<file path="config.mk">
export PLATFORM = sky130hd
export DESIGN_NAME = bct_buck_regs
export DESIGN_NICKNAME = d
export VERILOG_FILES = /design/src/design/bct_pkg.sv /design/src/design/bct_ramp_if.sv /design/src/design/bct_ramp_engine.sv /design/src/design/bct_buck_regs.sv
export SDC_FILE = /design/constraint.sdc
export NUM_CORES = 1
export LEC_CHECK = 0
export ABC_AREA = 1
export BUFFER_PORTS_ARGS = -buffer_cell sky130_fd_sc_hd__buf_2
export CORE_ASPECT_RATIO = 1.1
export CORE_MARGIN = 2
export CORE_UTILIZATION = 45
export DETAILED_ROUTE_END_ITERATION = 8
export PLACE_DENSITY = 0.7
export SLEW_MARGIN = 20
export SYNTH_ARGS = -nofsm -noshare
export SYNTH_HDL_FRONTEND = slang
export SYNTH_HIERARCHICAL = 1
export SYNTH_SLANG_ARGS = --single-unit
export TNS_END_PERCENT = 50
</file>
<file path="constraint.sdc">
create_clock -name clk -period 5 [get_ports clk]
set_input_delay 1 -clock clk [delete_from_list [all_inputs] [get_ports clk]]
set_output_delay 1 -clock clk [all_outputs]
set_load 0.05 [all_outputs]
</file>
<file path="src/design/bct_pkg.sv">
// Shared constants for the step-down converter control register bank.
// Assumes a single 125 MHz clock and a byte-wide host register port.
package bct_pkg;

   // ----------------------------------------------------------------
   // Register map
   // ----------------------------------------------------------------
   localparam logic [7:0] ADDR_MODE_LIMIT_FIRST = 8'h2C;
   localparam logic [7:0] ADDR_MODE_LIMIT_SECOND = 8'h2D;
   localparam logic [7:0] ADDR_CORE_VOLTAGE = 8'h2E;
   localparam logic [7:0] RESET_MODE_LIMIT_FIRST = 8'h00;
   localparam logic [7:0] RESET_MODE_LIMIT_SECOND = 8'h00;
   localparam logic [7:0] RESET_CORE_VOLTAGE = 8'h00;
   localparam logic [7:0] READ_UNMAPPED = 8'h00;

   // ----------------------------------------------------------------
   // Field positions
   // ----------------------------------------------------------------
   localparam int OP_SELECT_LO_POS = 0;
   localparam int CURRENT_CAP_LO_POS = 2;
   localparam int OP_SELECT_HI_POS = 4;
   localparam int CURRENT_CAP_HI_POS = 6;
   localparam int FIELD2_W = 2;
   localparam int VOLTAGE_CODE_POS = 0;
   localparam int VOLTAGE_CODE_W = 6;
   localparam int TURN_ON_POS = 6;
   localparam int PRESET_SELECT_POS = 7;

   // ----------------------------------------------------------------
   // Operating modes
   // ----------------------------------------------------------------
   localparam logic [1:0] OP_SLEEP = 2'h0;
   localparam logic [1:0] OP_AUTO = 2'h1;
   localparam logic [1:0] OP_SYNC = 2'h2;
   localparam logic [1:0] OP_AUTO_FORCE_SYNC = 2'h3;

   // ----------------------------------------------------------------
   // Voltage ramp: level counted in 6.25 mV quarter steps of a code
   // ----------------------------------------------------------------
   localparam int LEVEL_W = 8;
   localparam int QUARTERS_PER_CODE = 4;
   localparam logic [7:0] FLOOR_LEVEL = 8'h24; // Code 9, 0.725 V
   localparam int STEP_TIME_NS = 1000;          // One 6.25 mV step per us
   localparam int CLK_PERIOD_NS = 8;
   localparam int STEP_CYCLES = (STEP_TIME_NS + CLK_PERIOD_NS - 1) / CLK_PERIOD_NS;

endpackage

</file>
<file path="src/design/bct_ramp_if.sv">
// Carrier between the register bank and the voltage ramp engine.
// Assumes both ends share clk; start is a one-cycle pulse.
`timescale 1ns/1ns
interface bct_ramp_if;
   logic start;
   logic [7:0] target;
   logic [7:0] level;
   logic slewing;

   modport ctrl (output start, output target, input level, input slewing);
   modport engine (input start, input target, output level, output slewing);
endinterface

</file>
<file path="src/design/bct_ramp_engine.sv">
// Slew-limited voltage ramp for the core converter.
// Assumes start is a single-cycle pulse from the register bank.
`timescale 1ns/1ns
module bct_ramp_engine #(
   parameter int STEP_CYCLES = bct_pkg::STEP_CYCLES
) (
   input wire logic clk,
   input wire logic rst_n,
   bct_ramp_if.engine ramp
);

   typedef enum logic [1:0] {
      RAMP_IDLE = 2'b01,
      RAMP_SLEW = 2'b10
   } bct_ramp_e;

   localparam logic [15:0] LAST_TICK = 16'(STEP_CYCLES - 1);

   bct_ramp_e state;
   logic [7:0] goal;
   logic [7:0] level;
   logic [15:0] tick;

   // The tick counter is 16 bits wide, so longer step times cannot be served
   if (STEP_CYCLES < 1 || STEP_CYCLES > 65536) begin : g_bad_step
      $error("bct_ramp_engine: STEP_CYCLES out of range");
   end

   // ----------------------------------------------------------------
   // Ramp sequencer
   // ----------------------------------------------------------------
   // A new start retargets mid-ramp, but one arriving on the cycle the ramp returns to idle is lost
   always_ff @(posedge clk or negedge rst_n) begin
      if (!rst_n) begin
         state <= RAMP_IDLE;
         goal <= 8'h00;
         level <= 8'h00;
         tick <= 16'h0000;
      end else begin
         if (ramp.start) begin
            goal <= ramp.target;
         end
         unique case (state)
            RAMP_IDLE: begin
               tick <= 16'h0000;
               if (ramp.start && ramp.target != level) begin
                  state <= RAMP_SLEW;
               end
            end
            RAMP_SLEW: begin
               if (tick != LAST_TICK) begin
                  tick <= tick + 16'h0001;
               end else begin
                  tick <= 16'h0000;
                  if (level < goal) begin
                     level <= level + 8'h01;
                  end else if (level > goal) begin
                     // Below the floor the slew control hands over to sleep
                     if (goal < bct_pkg::FLOOR_LEVEL && level <= bct_pkg::FLOOR_LEVEL) begin
                        level <= goal;
                     end else begin
                        level <= level - 8'h01;
                     end
                  end else begin
                     state <= RAMP_IDLE;
                  end
               end
            end
         endcase
      end
   end

   assign ramp.level = level;
   assign ramp.slewing = (state == RAMP_SLEW);

endmodule

</file>
<file path="src/design/bct_buck_regs.sv">
// Control register bank for four step-down converters, with the core
// converter's voltage, enable and preset handling.
// Assumes the control interface delivers byte accesses synchronous to clk.
//
// Notes on behaviour
// - Core mode in first register bits 1:0: sleep, auto, sync, auto-forcing-sync.
// - Core current cap bits 3:2: 1600, 2000, 2400, 3000 mA.
// - Processor mode in first register bits 5:4, same four-code encoding.
// - Processor current cap bits 7:6: 800, 1000, 1200, 1500 mA.
// - Memory mode in second register bits 1:0, same encoding.
// - Memory current cap second register bits 3:2: 800 to 1500 mA.
// - Peripheral mode in second register bits 5:4; code 10 holds synchronous.
// - Peripheral current cap bits 7:6: 800 to 1500 mA.
// - Core voltage code bits 5:0, 0.500 V plus 25 mV per code.
// - Core voltage register bit 6 turns the core converter on or off.
// - Bit 7 chooses ramp-on-trigger or hold-as-preset for a new code.
// - All fields are host readable and writable; software sets what it needs.
// - Slewing moves the output 6.25 mV per microsecond; it jumps only when dropping from 0.725 V or below to a lower target.
// - Dropping from 0.725 V or below, the level jumps straight to the target and sleep operation takes over.
// - Reset power state switches off every converter regardless of enables.
// - With preset bit high, triggers are always ignored; only the sequencer slot applies.
`timescale 1ns/1ns
module bct_buck_regs #(
   parameter logic [7:0] RESET_FIRST = bct_pkg::RESET_MODE_LIMIT_FIRST,
   parameter logic [7:0] RESET_SECOND = bct_pkg::RESET_MODE_LIMIT_SECOND,
   parameter logic [7:0] RESET_CORE = bct_pkg::RESET_CORE_VOLTAGE,
   parameter int STEP_CYCLES = bct_pkg::STEP_CYCLES
) (
   input wire logic clk,
   input wire logic rst_n,
   input wire logic [7:0] regAddr,
   input wire logic regWrite,
   input wire logic [7:0] regWriteData,
   input wire logic regRead,
   output logic [7:0] regReadData,
   output logic regReadValid,
   input wire logic coreRampTrigger,
   input wire logic coreSequencerSlot,
   input wire logic resetPowerState,
   output logic [1:0] coreOpSelect,
   output logic [1:0] coreCurrentCap,
   output logic [1:0] processorOpSelect,
   output logic [1:0] processorCurrentCap,
   output logic [1:0] memoryOpSelect,
   output logic [1:0] memoryCurrentCap,
   output logic [1:0] peripheralOpSelect,
   output logic [1:0] peripheralCurrentCap,
   output logic [7:0] coreVoltageLevel,
   output logic coreSlewing,
   output logic coreStepDownOn,
   output logic allStepDownHalt
);

   bct_ramp_if ramp ();

   logic [7:0] modeLimitFirst;
   logic [7:0] modeLimitSecond;
   logic [7:0] coreVoltage;
   logic coreTurnOnApplied;
   logic rampStart;
   logic [7:0] rampTarget;
   logic [5:0] coreVoltageCode;
   logic corePresetSelect;
   logic coreTurnOn;
   logic coreApplyNow;

   // ----------------------------------------------------------------
   // Elaboration checks
   // ----------------------------------------------------------------
   // The ramp engine counts step time in a 16-bit tick counter
   if (STEP_CYCLES < 1 || STEP_CYCLES > 65536) begin : g_bad_step
      $error("bct_buck_regs: STEP_CYCLES must lie in 1 to 65536");
   end
   // Overlapping offsets would let one write land in two registers
   if (bct_pkg::ADDR_MODE_LIMIT_FIRST == bct_pkg::ADDR_MODE_LIMIT_SECOND
      || bct_pkg::ADDR_MODE_LIMIT_FIRST == bct_pkg::ADDR_CORE_VOLTAGE
      || bct_pkg::ADDR_MODE_LIMIT_SECOND == bct_pkg::ADDR_CORE_VOLTAGE) begin : g_bad_map
      $error("bct_buck_regs: register offsets overlap");
   end
   // Field slices must stay inside the byte-wide registers
   if (bct_pkg::CURRENT_CAP_HI_POS + bct_pkg::FIELD2_W > 8
      || bct_pkg::VOLTAGE_CODE_POS + bct_pkg::VOLTAGE_CODE_W > 8) begin : g_bad_field
      $error("bct_buck_regs: a field runs past bit 7");
   end

   assign coreVoltageCode = coreVoltage[bct_pkg::VOLTAGE_CODE_POS +: bct_pkg::VOLTAGE_CODE_W];
   assign coreTurnOn = coreVoltage[bct_pkg::TURN_ON_POS];
   assign corePresetSelect = coreVoltage[bct_pkg::PRESET_SELECT_POS];
   // The preset bit picks which command applies the core settings
   assign coreApplyNow = corePresetSelect ? coreSequencerSlot : coreRampTrigger;

   // ----------------------------------------------------------------
   // Host register writes
   // ----------------------------------------------------------------
   // Every field is plain read/write; hardware never alters them
   always_ff @(posedge clk or negedge rst_n) begin
      if (!rst_n) begin
         modeLimitFirst <= RESET_FIRST;
         modeLimitSecond <= RESET_SECOND;
         coreVoltage <= RESET_CORE;
      end else if (regWrite) begin
         if (regAddr == bct_pkg::ADDR_MODE_LIMIT_FIRST) begin
            modeLimitFirst <= regWriteData;
         end
         if (regAddr == bct_pkg::ADDR_MODE_LIMIT_SECOND) begin
            modeLimitSecond <= regWriteData;
         end
         if (regAddr == bct_pkg::ADDR_CORE_VOLTAGE) begin
            coreVoltage <= regWriteData;
         end
      end
   end

   // ----------------------------------------------------------------
   // Host register reads
   // ----------------------------------------------------------------
   // Registered read data, one cycle after the strobe; unmapped reads zero
   always_ff @(posedge clk or negedge rst_n) begin
      if (!rst_n) begin
         regReadData <= bct_pkg::READ_UNMAPPED;
         regReadValid <= 1'b0;
      end else begin
         regReadValid <= regRead;
         if (regRead) begin
            unique case (regAddr)
               bct_pkg::ADDR_MODE_LIMIT_FIRST: regReadData <= modeLimitFirst;
               bct_pkg::ADDR_MODE_LIMIT_SECOND: regReadData <= modeLimitSecond;
               bct_pkg::ADDR_CORE_VOLTAGE: regReadData <= coreVoltage;
               default: regReadData <= bct_pkg::READ_UNMAPPED;
            endcase
         end
      end
   end

   // ----------------------------------------------------------------
   // Mode and current cap outputs
   // ----------------------------------------------------------------
   // Core mode is forced to sleep while the level sits under the ramp floor
   always_ff @(posedge clk or negedge rst_n) begin
      if (!rst_n) begin
         coreOpSelect <= bct_pkg::OP_SLEEP;
         coreCurrentCap <= 2'h0;
         processorOpSelect <= bct_pkg::OP_SLEEP;
         processorCurrentCap <= 2'h0;
         memoryOpSelect <= bct_pkg::OP_SLEEP;
         memoryCurrentCap <= 2'h0;
         peripheralOpSelect <= bct_pkg::OP_SLEEP;
         peripheralCurrentCap <= 2'h0;
      end else begin
         if (ramp.level < bct_pkg::FLOOR_LEVEL) begin
            coreOpSelect <= bct_pkg::OP_SLEEP;
         end else begin
            coreOpSelect <= modeLimitFirst[bct_pkg::OP_SELECT_LO_POS +: bct_pkg::FIELD2_W];
         end
         coreCurrentCap <= modeLimitFirst[bct_pkg::CURRENT_CAP_LO_POS +: bct_pkg::FIELD2_W];
         processorOpSelect <= modeLimitFirst[bct_pkg::OP_SELECT_HI_POS +: bct_pkg::FIELD2_W];
         processorCurrentCap <= modeLimitFirst[bct_pkg::CURRENT_CAP_HI_POS +: bct_pkg::FIELD2_W];
         memoryOpSelect <= modeLimitSecond[bct_pkg::OP_SELECT_LO_POS +: bct_pkg::FIELD2_W];
         memoryCurrentCap <= modeLimitSecond[bct_pkg::CURRENT_CAP_LO_POS +: bct_pkg::FIELD2_W];
         peripheralOpSelect <= modeLimitSecond[bct_pkg::OP_SELECT_HI_POS +: bct_pkg::FIELD2_W];
         peripheralCurrentCap <= modeLimitSecond[bct_pkg::CURRENT_CAP_HI_POS +: bct_pkg::FIELD2_W];
      end
   end

   // ----------------------------------------------------------------
   // Core apply control
   // ----------------------------------------------------------------
   // Ramp mode applies on the trigger; preset mode waits for the slot
   always_ff @(posedge clk or negedge rst_n) begin
      if (!rst_n) begin
         rampStart <= 1'b0;
         rampTarget <= 8'h00;
      end else begin
         rampStart <= 1'b0;
         if (coreApplyNow) begin
            rampStart <= 1'b1;
            rampTarget <= {coreVoltageCode, 2'b00};
         end
      end
   end

   // Enable follows the bit at once unless held back as a preset
   always_ff @(posedge clk or negedge rst_n) begin
      if (!rst_n) begin
         coreTurnOnApplied <= 1'b0;
      end else if (resetPowerState) begin
         coreTurnOnApplied <= 1'b0;
      end else if (!corePresetSelect) begin
         coreTurnOnApplied <= coreTurnOn;
      end else if (coreSequencerSlot) begin
         coreTurnOnApplied <= coreTurnOn;
      end
   end

   // ----------------------------------------------------------------
   // Converter run outputs
   // ----------------------------------------------------------------
   // The halt is a level so converters outside this bank can gate on it
   always_ff @(posedge clk or negedge rst_n) begin
      if (!rst_n) begin
         coreStepDownOn <= 1'b0;
         allStepDownHalt <= 1'b0;
         coreVoltageLevel <= 8'h00;
         coreSlewing <= 1'b0;
      end else begin
         coreStepDownOn <= coreTurnOnApplied && !resetPowerState;
         allStepDownHalt <= resetPowerState;
         coreVoltageLevel <= ramp.level;
         coreSlewing <= ramp.slewing;
      end
   end

   assign ramp.start = rampStart;
   assign ramp.target = rampTarget;

   bct_ramp_engine #(
      .STEP_CYCLES(STEP_CYCLES)
   ) u_ramp (
      .clk(clk),
      .rst_n(rst_n),
      .ramp(ramp)
   );

endmodule

</file>
* Word-level counts from Yosys, hierarchy flattened
Index checks and enable logic that the tools add are counted.
** Storage, ports and cells
- Register bits :: 100
- Latch bits :: 0
- Bits in writable memories :: 0
- Memory bits (read-only) :: 0
- Input port bits :: 23
- Output and inout port bits :: 36
- Logic and storage cells :: 72
- Memories :: 0
** Operators by class
- $add $sub $neg :: 3
- $mul :: 0
- Div/mod/pow operators :: 0
- Magnitude comparators :: 5
- Equality and inequality tests :: 12
- Shifts and indexed selects :: 0
- Mux-type cells :: 17
- Bitwise operators :: 1
- Reduce and logical (&&, ||, !) cells :: 10
** Operator list (count)
- $pmux 16 s2 :: 1
- $eq 8x6->1 const B :: 3
- $mux 8 :: 3
- $pmux 8 s3 :: 1
- $add 16x1->16 const B :: 1
- $lt 8x6->1 const B :: 2
- $mux 16 :: 1
- $ne 16x7->1 const B :: 1
- $mux 2 :: 5
- $add 8x1->8 const B :: 1
- $gt 8x8->1 :: 1
- $le 8x6->1 const B :: 1
- $lt 8x8->1 :: 1
- $ne 8x8->1 :: 1
- $sub 8x1->8 const B :: 1
- $ne 2x2->1 const B :: 3
- $reduce_and 2->1 :: 3
- $mux 1 :: 5
- $pmux 2 s2 :: 1
- $reduce_and 4->1 :: 1
- $logic_and 1x1->1 :: 3
- $ne 3x3->1 const B :: 1
- $reduce_and 3->1 :: 1
- $eq 2x1->1 const B :: 1
- other kinds (5) :: 5

* Depth between registers and ports, before layout
- Depth in word-level cells :: 5
- Gate-level depth with buffers :: 14
- Mapped depth without buffers :: 14

* By module
Netlist, hierarchy kept.
** Modules (own cells, without submodules)
- bct_buck_regs :: instances 1, cells an instance 242, area an instance 2633.8 µm², sequential area each 1701.6 µm²
- bct_ramp_engine :: instances 1, cells an instance 348, area an instance 2473.6 µm², sequential area each 852.1 µm²

* Least setup slack after synthesis
Ideal clock, no wire load.
- Path type :: input port to flip-flop
- Start point :: input port regAddr[6]
- End point :: register modeLimitSecond[3]
- Arrival :: 1.792 ns
- Required time :: 4.881 ns
- Path slack :: 3.089 ns
- Cell stages on the path :: 8
- Buffers on the path :: 1
- Cell sequence :: inv_1 nand2_1 nor2_8 nand2_4 nor2_8 buf_6 nand2_1 o21a_1
** Between the ends
- Longest elaborated chain between the ends :: 2
** Ends and longest elaborated chain
- from (decl) :: line bct_buck_regs.sv:31 : input wire logic [7:0] regAddr,
- $eq 8x6->1 :: line bct_buck_regs.sv:105 : if (regAddr == bct_pkg::ADDR_MODE_LIMIT_SECOND) begin
- $reduce_and 2->1 (no line)
- to (signal assigned) :: line bct_buck_regs.sv:106 : modeLimitSecond <= regWriteData;
- to (decl) :: line bct_buck_regs.sv:57 : logic [7:0] modeLimitSecond;
No other way between the ends.
A chain may end at the register's enable or synchronous reset.

* Final worst setup path
- Start point :: register u_ramp.level[3] (netlist: u_ramp/ramp.level[3])
- End point :: register u_ramp.level[0] (netlist: u_ramp/ramp.level[0])
** Between the ends
- Longest elaborated chain between the ends :: 5
- Elaborated cells on any way between the ends :: 9
- Those cells by class :: order compare: 3; mux: 3; reduce/logical: 3
** Ends and longest elaborated chain
- from (decl) :: line bct_ramp_engine.sv:21 : logic [7:0] level;
- from (signal assigned) :: line bct_ramp_engine.sv:56 : level <= level + 8'h01;
- from (signal assigned) :: line bct_ramp_engine.sv:60 : level <= goal;
- from (signal assigned) :: line bct_ramp_engine.sv:62 : level <= level - 8'h01;
- $le 8x6->1 :: line bct_ramp_engine.sv:59 : if (goal < bct_pkg::FLOOR_LEVEL && level <= bct_pkg::FLOOR_LEVEL) begin
- $logic_and 1x1->1 :: line bct_ramp_engine.sv:59
- $mux 8 :: line bct_ramp_engine.sv:59
- $mux 8 :: line bct_ramp_engine.sv:57 : end else if (level > goal) begin
- $mux 8 :: line bct_ramp_engine.sv:55 : if (level < goal) begin
Several ways; a longest one is shown, not always the timed one. The select of a mux whose other input is x is not followed.

==> flow_metrics.py <==
metrics = {
    "setup_path": {
        "cp_common_cell": "nand2_1",
        "cp_max_fo": 13,
        "setup.worst_path.class": "register to register",
        "critPathRequiredTime_ns": 5.24,
        "crit_family": "simple AND/OR/NAND/NOR gates",
        "critPathMaxStageDelay_ns": 0.60,
        "critPathLaunchType": "register",
        "cp.arrival_ns": 2.44,
        "crit_path_top_delay_cell": "dfrtp_1",
        "path_cells": "ha_1 > nand2_1 > inv_1 > nand2_1 > nand2_1 > nand2_2 > nand2_4 > nand2_2 > nand2_4 > clkinv_4 > nand2_1 > nand2_1",
        "worst-path-buf-inv": 2,
        "crit_path_end_kind": "register",
    },
    "timing": {
        "slew_headroom_pct": 43.47,
        "fin_skew_ns": 0.005396,
        "rsz0062_at_grt": "false",
        "finalCriticalPeriod_ns": 2.202,
        "finalSetupViolCount": 0,
        "hold_viol": 0,
        "tightest_slew_ns": 0.8479,
        "fin_crit_sh_pct": 44.04,
        "fmax_mhz": 454.1,
        "finalSetupTns_ns": 0,
        "final_max_slew_viol_count": 0,
    },
    "global_route": {
        "grtUsageTotal_pct": 19.41,
        "grt_pass1_wl_um": 18660,
        "use_met3_pct": 3.037,
        "grtUsageMet2_pct": 32.43,
        "grt.busiest_layer": "met2",
        "grt_pass1_vias": 3973,
        "antenna_found_initial": 0,
        "gr-total-overflow": 0,
        "grt_start_max_net_pins": 69,
        "grt_util_met1_pct": 24.87,
    },
    "final_layout": {
        "seqCellArea_um2": 2554,
        "fin_area_um2": 5782,
        "nets": 688,
        "diodes": 0,
        "fillers": 1039,
        "syn_to_final_growth_pct": 13.20,
        "final_util_pct": 52.51,
        "multi_input_area_um2": 2192,
        "drive_above_1_share_pct": 16.74,
    },
    "die": {
        "start_util_pct": 46.39,
        "dieArea_um2": 12220,
        "die_y_um": 115.7,
        "rows": 40,
        "ios": 59,
        "die_w_um": 105.6,
        "core_area_um2": 11010,
    },
    "detailed_routing": {
        "vias": 4103,
        "drc_errors": 0,
        "drtIter0Drc": 153,
        "firstDrtPassIters": 4,
        "ant_nets": 0,
        "viasPerCell": 5.103,
        "wl_um": 10880,
        "avgRoutedWirePerCell_um": 13.53,
    },
    "clock_network": {
        "holdBufCountCts": 0,
        "clock_path_buffers": 2,
        "htreeDepth": 3,
        "cts_tree": "done",
        "cts_num_sinks": 102,
        "clk_latency_ns": 0.34,
        "numCtsBuffers": 9,
        "cts-root-buf": "clkbuf_16",
        "cts_resized": 0,
        "clk_pin_slew_ns": 0.07,
        "cts_setup_buffers": 0,
    },
    "pwr": {
        "power.total_mw": 1.943,
        "power_frac_seq_pct": 49.3,
        "power_frac_comb_pct": 16.6,
        "p_clk_share_pct": 34.0,
        "powerDensity_nw_per_um2": 336.1,
        "p_sw_share_pct": 30.31,
        "peakVddDrop_mv": 0.1610,
        "p_leak_nw": 3.145,
        "p_int_mw": 1.354,
        "switchingPower_uw": 589.0,
    },
    "placed_design": {
        "hpwlAfterDp_um": 7847,
        "io_buffers": 58,
        "place_area_um2": 5507,
        "place_congestion": 0.9065,
    },
    "yosys": {
        "synthFlopType": "dfrtp_1",
        "syn-cell-area_um2": 5107,
        "avgSynthCellArea_um2": 8.657,
        "syn_inst": 590,
        "synth_warnings": 6,
        "synth_edf_count": 0,
        "synth.most_common_cell": "nand2_1",
        "synth_top_area_share_pct": 49.49,
        "seq_area_frac_synth_pct": 50.00,
        "async_flop_share_pct": 100.0,
        "synth_top_area_cell": "dfrtp_1",
        "yosysUniqueCellTypes": 40,
        "synth_seq_cells": 102,
        "ys_top_cells_by_count": "167 x nand2_1, 101 x dfrtp_1, 68 x inv_1",
        "ys_top_cells_by_area": "dfrtp_1 49%, nand2_1 12%, nand3_1 6.1%",
    },
    "status": {
        "outcome": "finished clean",
    },
    "flow_run": {
        "drv_cap": 0,
    },
    "min_path": {
        "min-delay-path-class": "register to register",
    },
}
## cell usage in the layout, fill, tap and decap left out, types with 3 or more instances in the layout
master and count:
clkbuf_16 9, inv_6 3, nor2_2 3, buf_2 57
inv_1 68, nand3_1 62, o21a_1 8, a21oi_1 5
dfrtp_1 101, nor3_1 7, nand2_1 167, xor2_1 7
nor2_1 39, o21ai_0 14, nor2_8 5, xnor2_1 9
conb_1 5, nand4_1 18, nand2_4 6, o21ai_1 14
ha_1 13, nor2_4 4, nand2_2 6
## final timing paths
check | start | endpoint | slack, ns | cells after the start
min reg2reg | modeLimitSecond[4]$_DFFE_PN0P_ | peripheralOpSelect[0]$_DFF_PN0_ | 0.41 | 0
min | modeLimitSecond[4]$_DFFE_PN0P_ | peripheralOpSelect[0]$_DFF_PN0_ | 0.41 | 0
min in group asynchronous | rst_n | u_ramp/ramp.level[2]$_DFFE_PN0P_ | 0.75 | 1
max reg2reg | u_ramp/ramp.level[3]$_DFFE_PN0P_ | u_ramp/ramp.level[0]$_DFFE_PN0P_ | 2.80 | 12
max in group asynchronous | rst_n | u_ramp/state[0]$_DFFE_PN1P_ | 3.24 | 2
max | u_ramp/ramp.level[3]$_DFFE_PN0P_ | u_ramp/ramp.level[0]$_DFFE_PN0P_ | 2.80 | 12
## stage by stage
stage,std cells,hold slack (ns),worst slack (ns)
2_1_floorplan,594,0.3747,3.089
3_3_place_gp,788,0.4013,2.816
3_5_place_dp,788,0.3942,2.752
4_1_cts,804,0.4109,2.819
5_1_grt,804,0.4377,2.646
6_report,804,0.4059,2.798
## worst reg2reg max path, delay by kind of cell, from the launching register on
family	cells	cell delay, ns
simple gates	9	0.91
flops	1	0.60
fa+ha+maj	1	0.42
buf+inv	2	0.18
## area by class of cell
type	instances	area share [%]
Tap cell	147	3.181
Clock inverter	5	0.7358
Inverter	72	4.783
Timing Repair Buffer	59	5.194
Clock buffer	11	4.025
Sequential cell	102	44.17
Multi-Input combinational cell	408	37.91
## routing by layer
metal  wire length (µm)  up-vias  share of wire (%)
met1               4689     1958                 43
li1                   -     2004                  -
met2               5366      117                 49
met5                  0        -                  0
met4                331        0                3.0
met3                491       24                4.5
## cell families (layout without fill, tap and decap cells)
logic type,count (synthesis),after routing,synth area share (%)
adder cells (fa/ha/maj),13,13,3.185
multiplexers,1,1,0.2205
XOR/XNOR,16,16,2.744
AO/OA/AOI/OAI,49,49,5.635
buffers and inverters,84,147,7.374
other,1,5,0.07342
AND/OR/NAND/NOR,324,324,30.77
flip-flops,102,102,50.00
## power groups by stage
stage               clock network [mW]  registers, mW  logic, mW
floorplan                            0          0.994      0.208
global placement                     0          0.970      0.313
detailed placement                   0          0.974      0.323
CTS                              0.681          0.959      0.326
global route                     0.719          0.969      0.369
finish                           0.662          0.959      0.323
## sequential cells by signal, indices dropped and copies added, names as in the netlist, 6 cells and up
signal,flops
u_ramp/goal,8
modeLimitSecond,8
ramp.target,6
u_ramp/tick,16
coreVoltage,8
u_ramp/ramp.level,8
modeLimitFirst,8
coreVoltageLevel,8
regReadData,8
No activity file was read; power rests on OpenSTA's default activity.
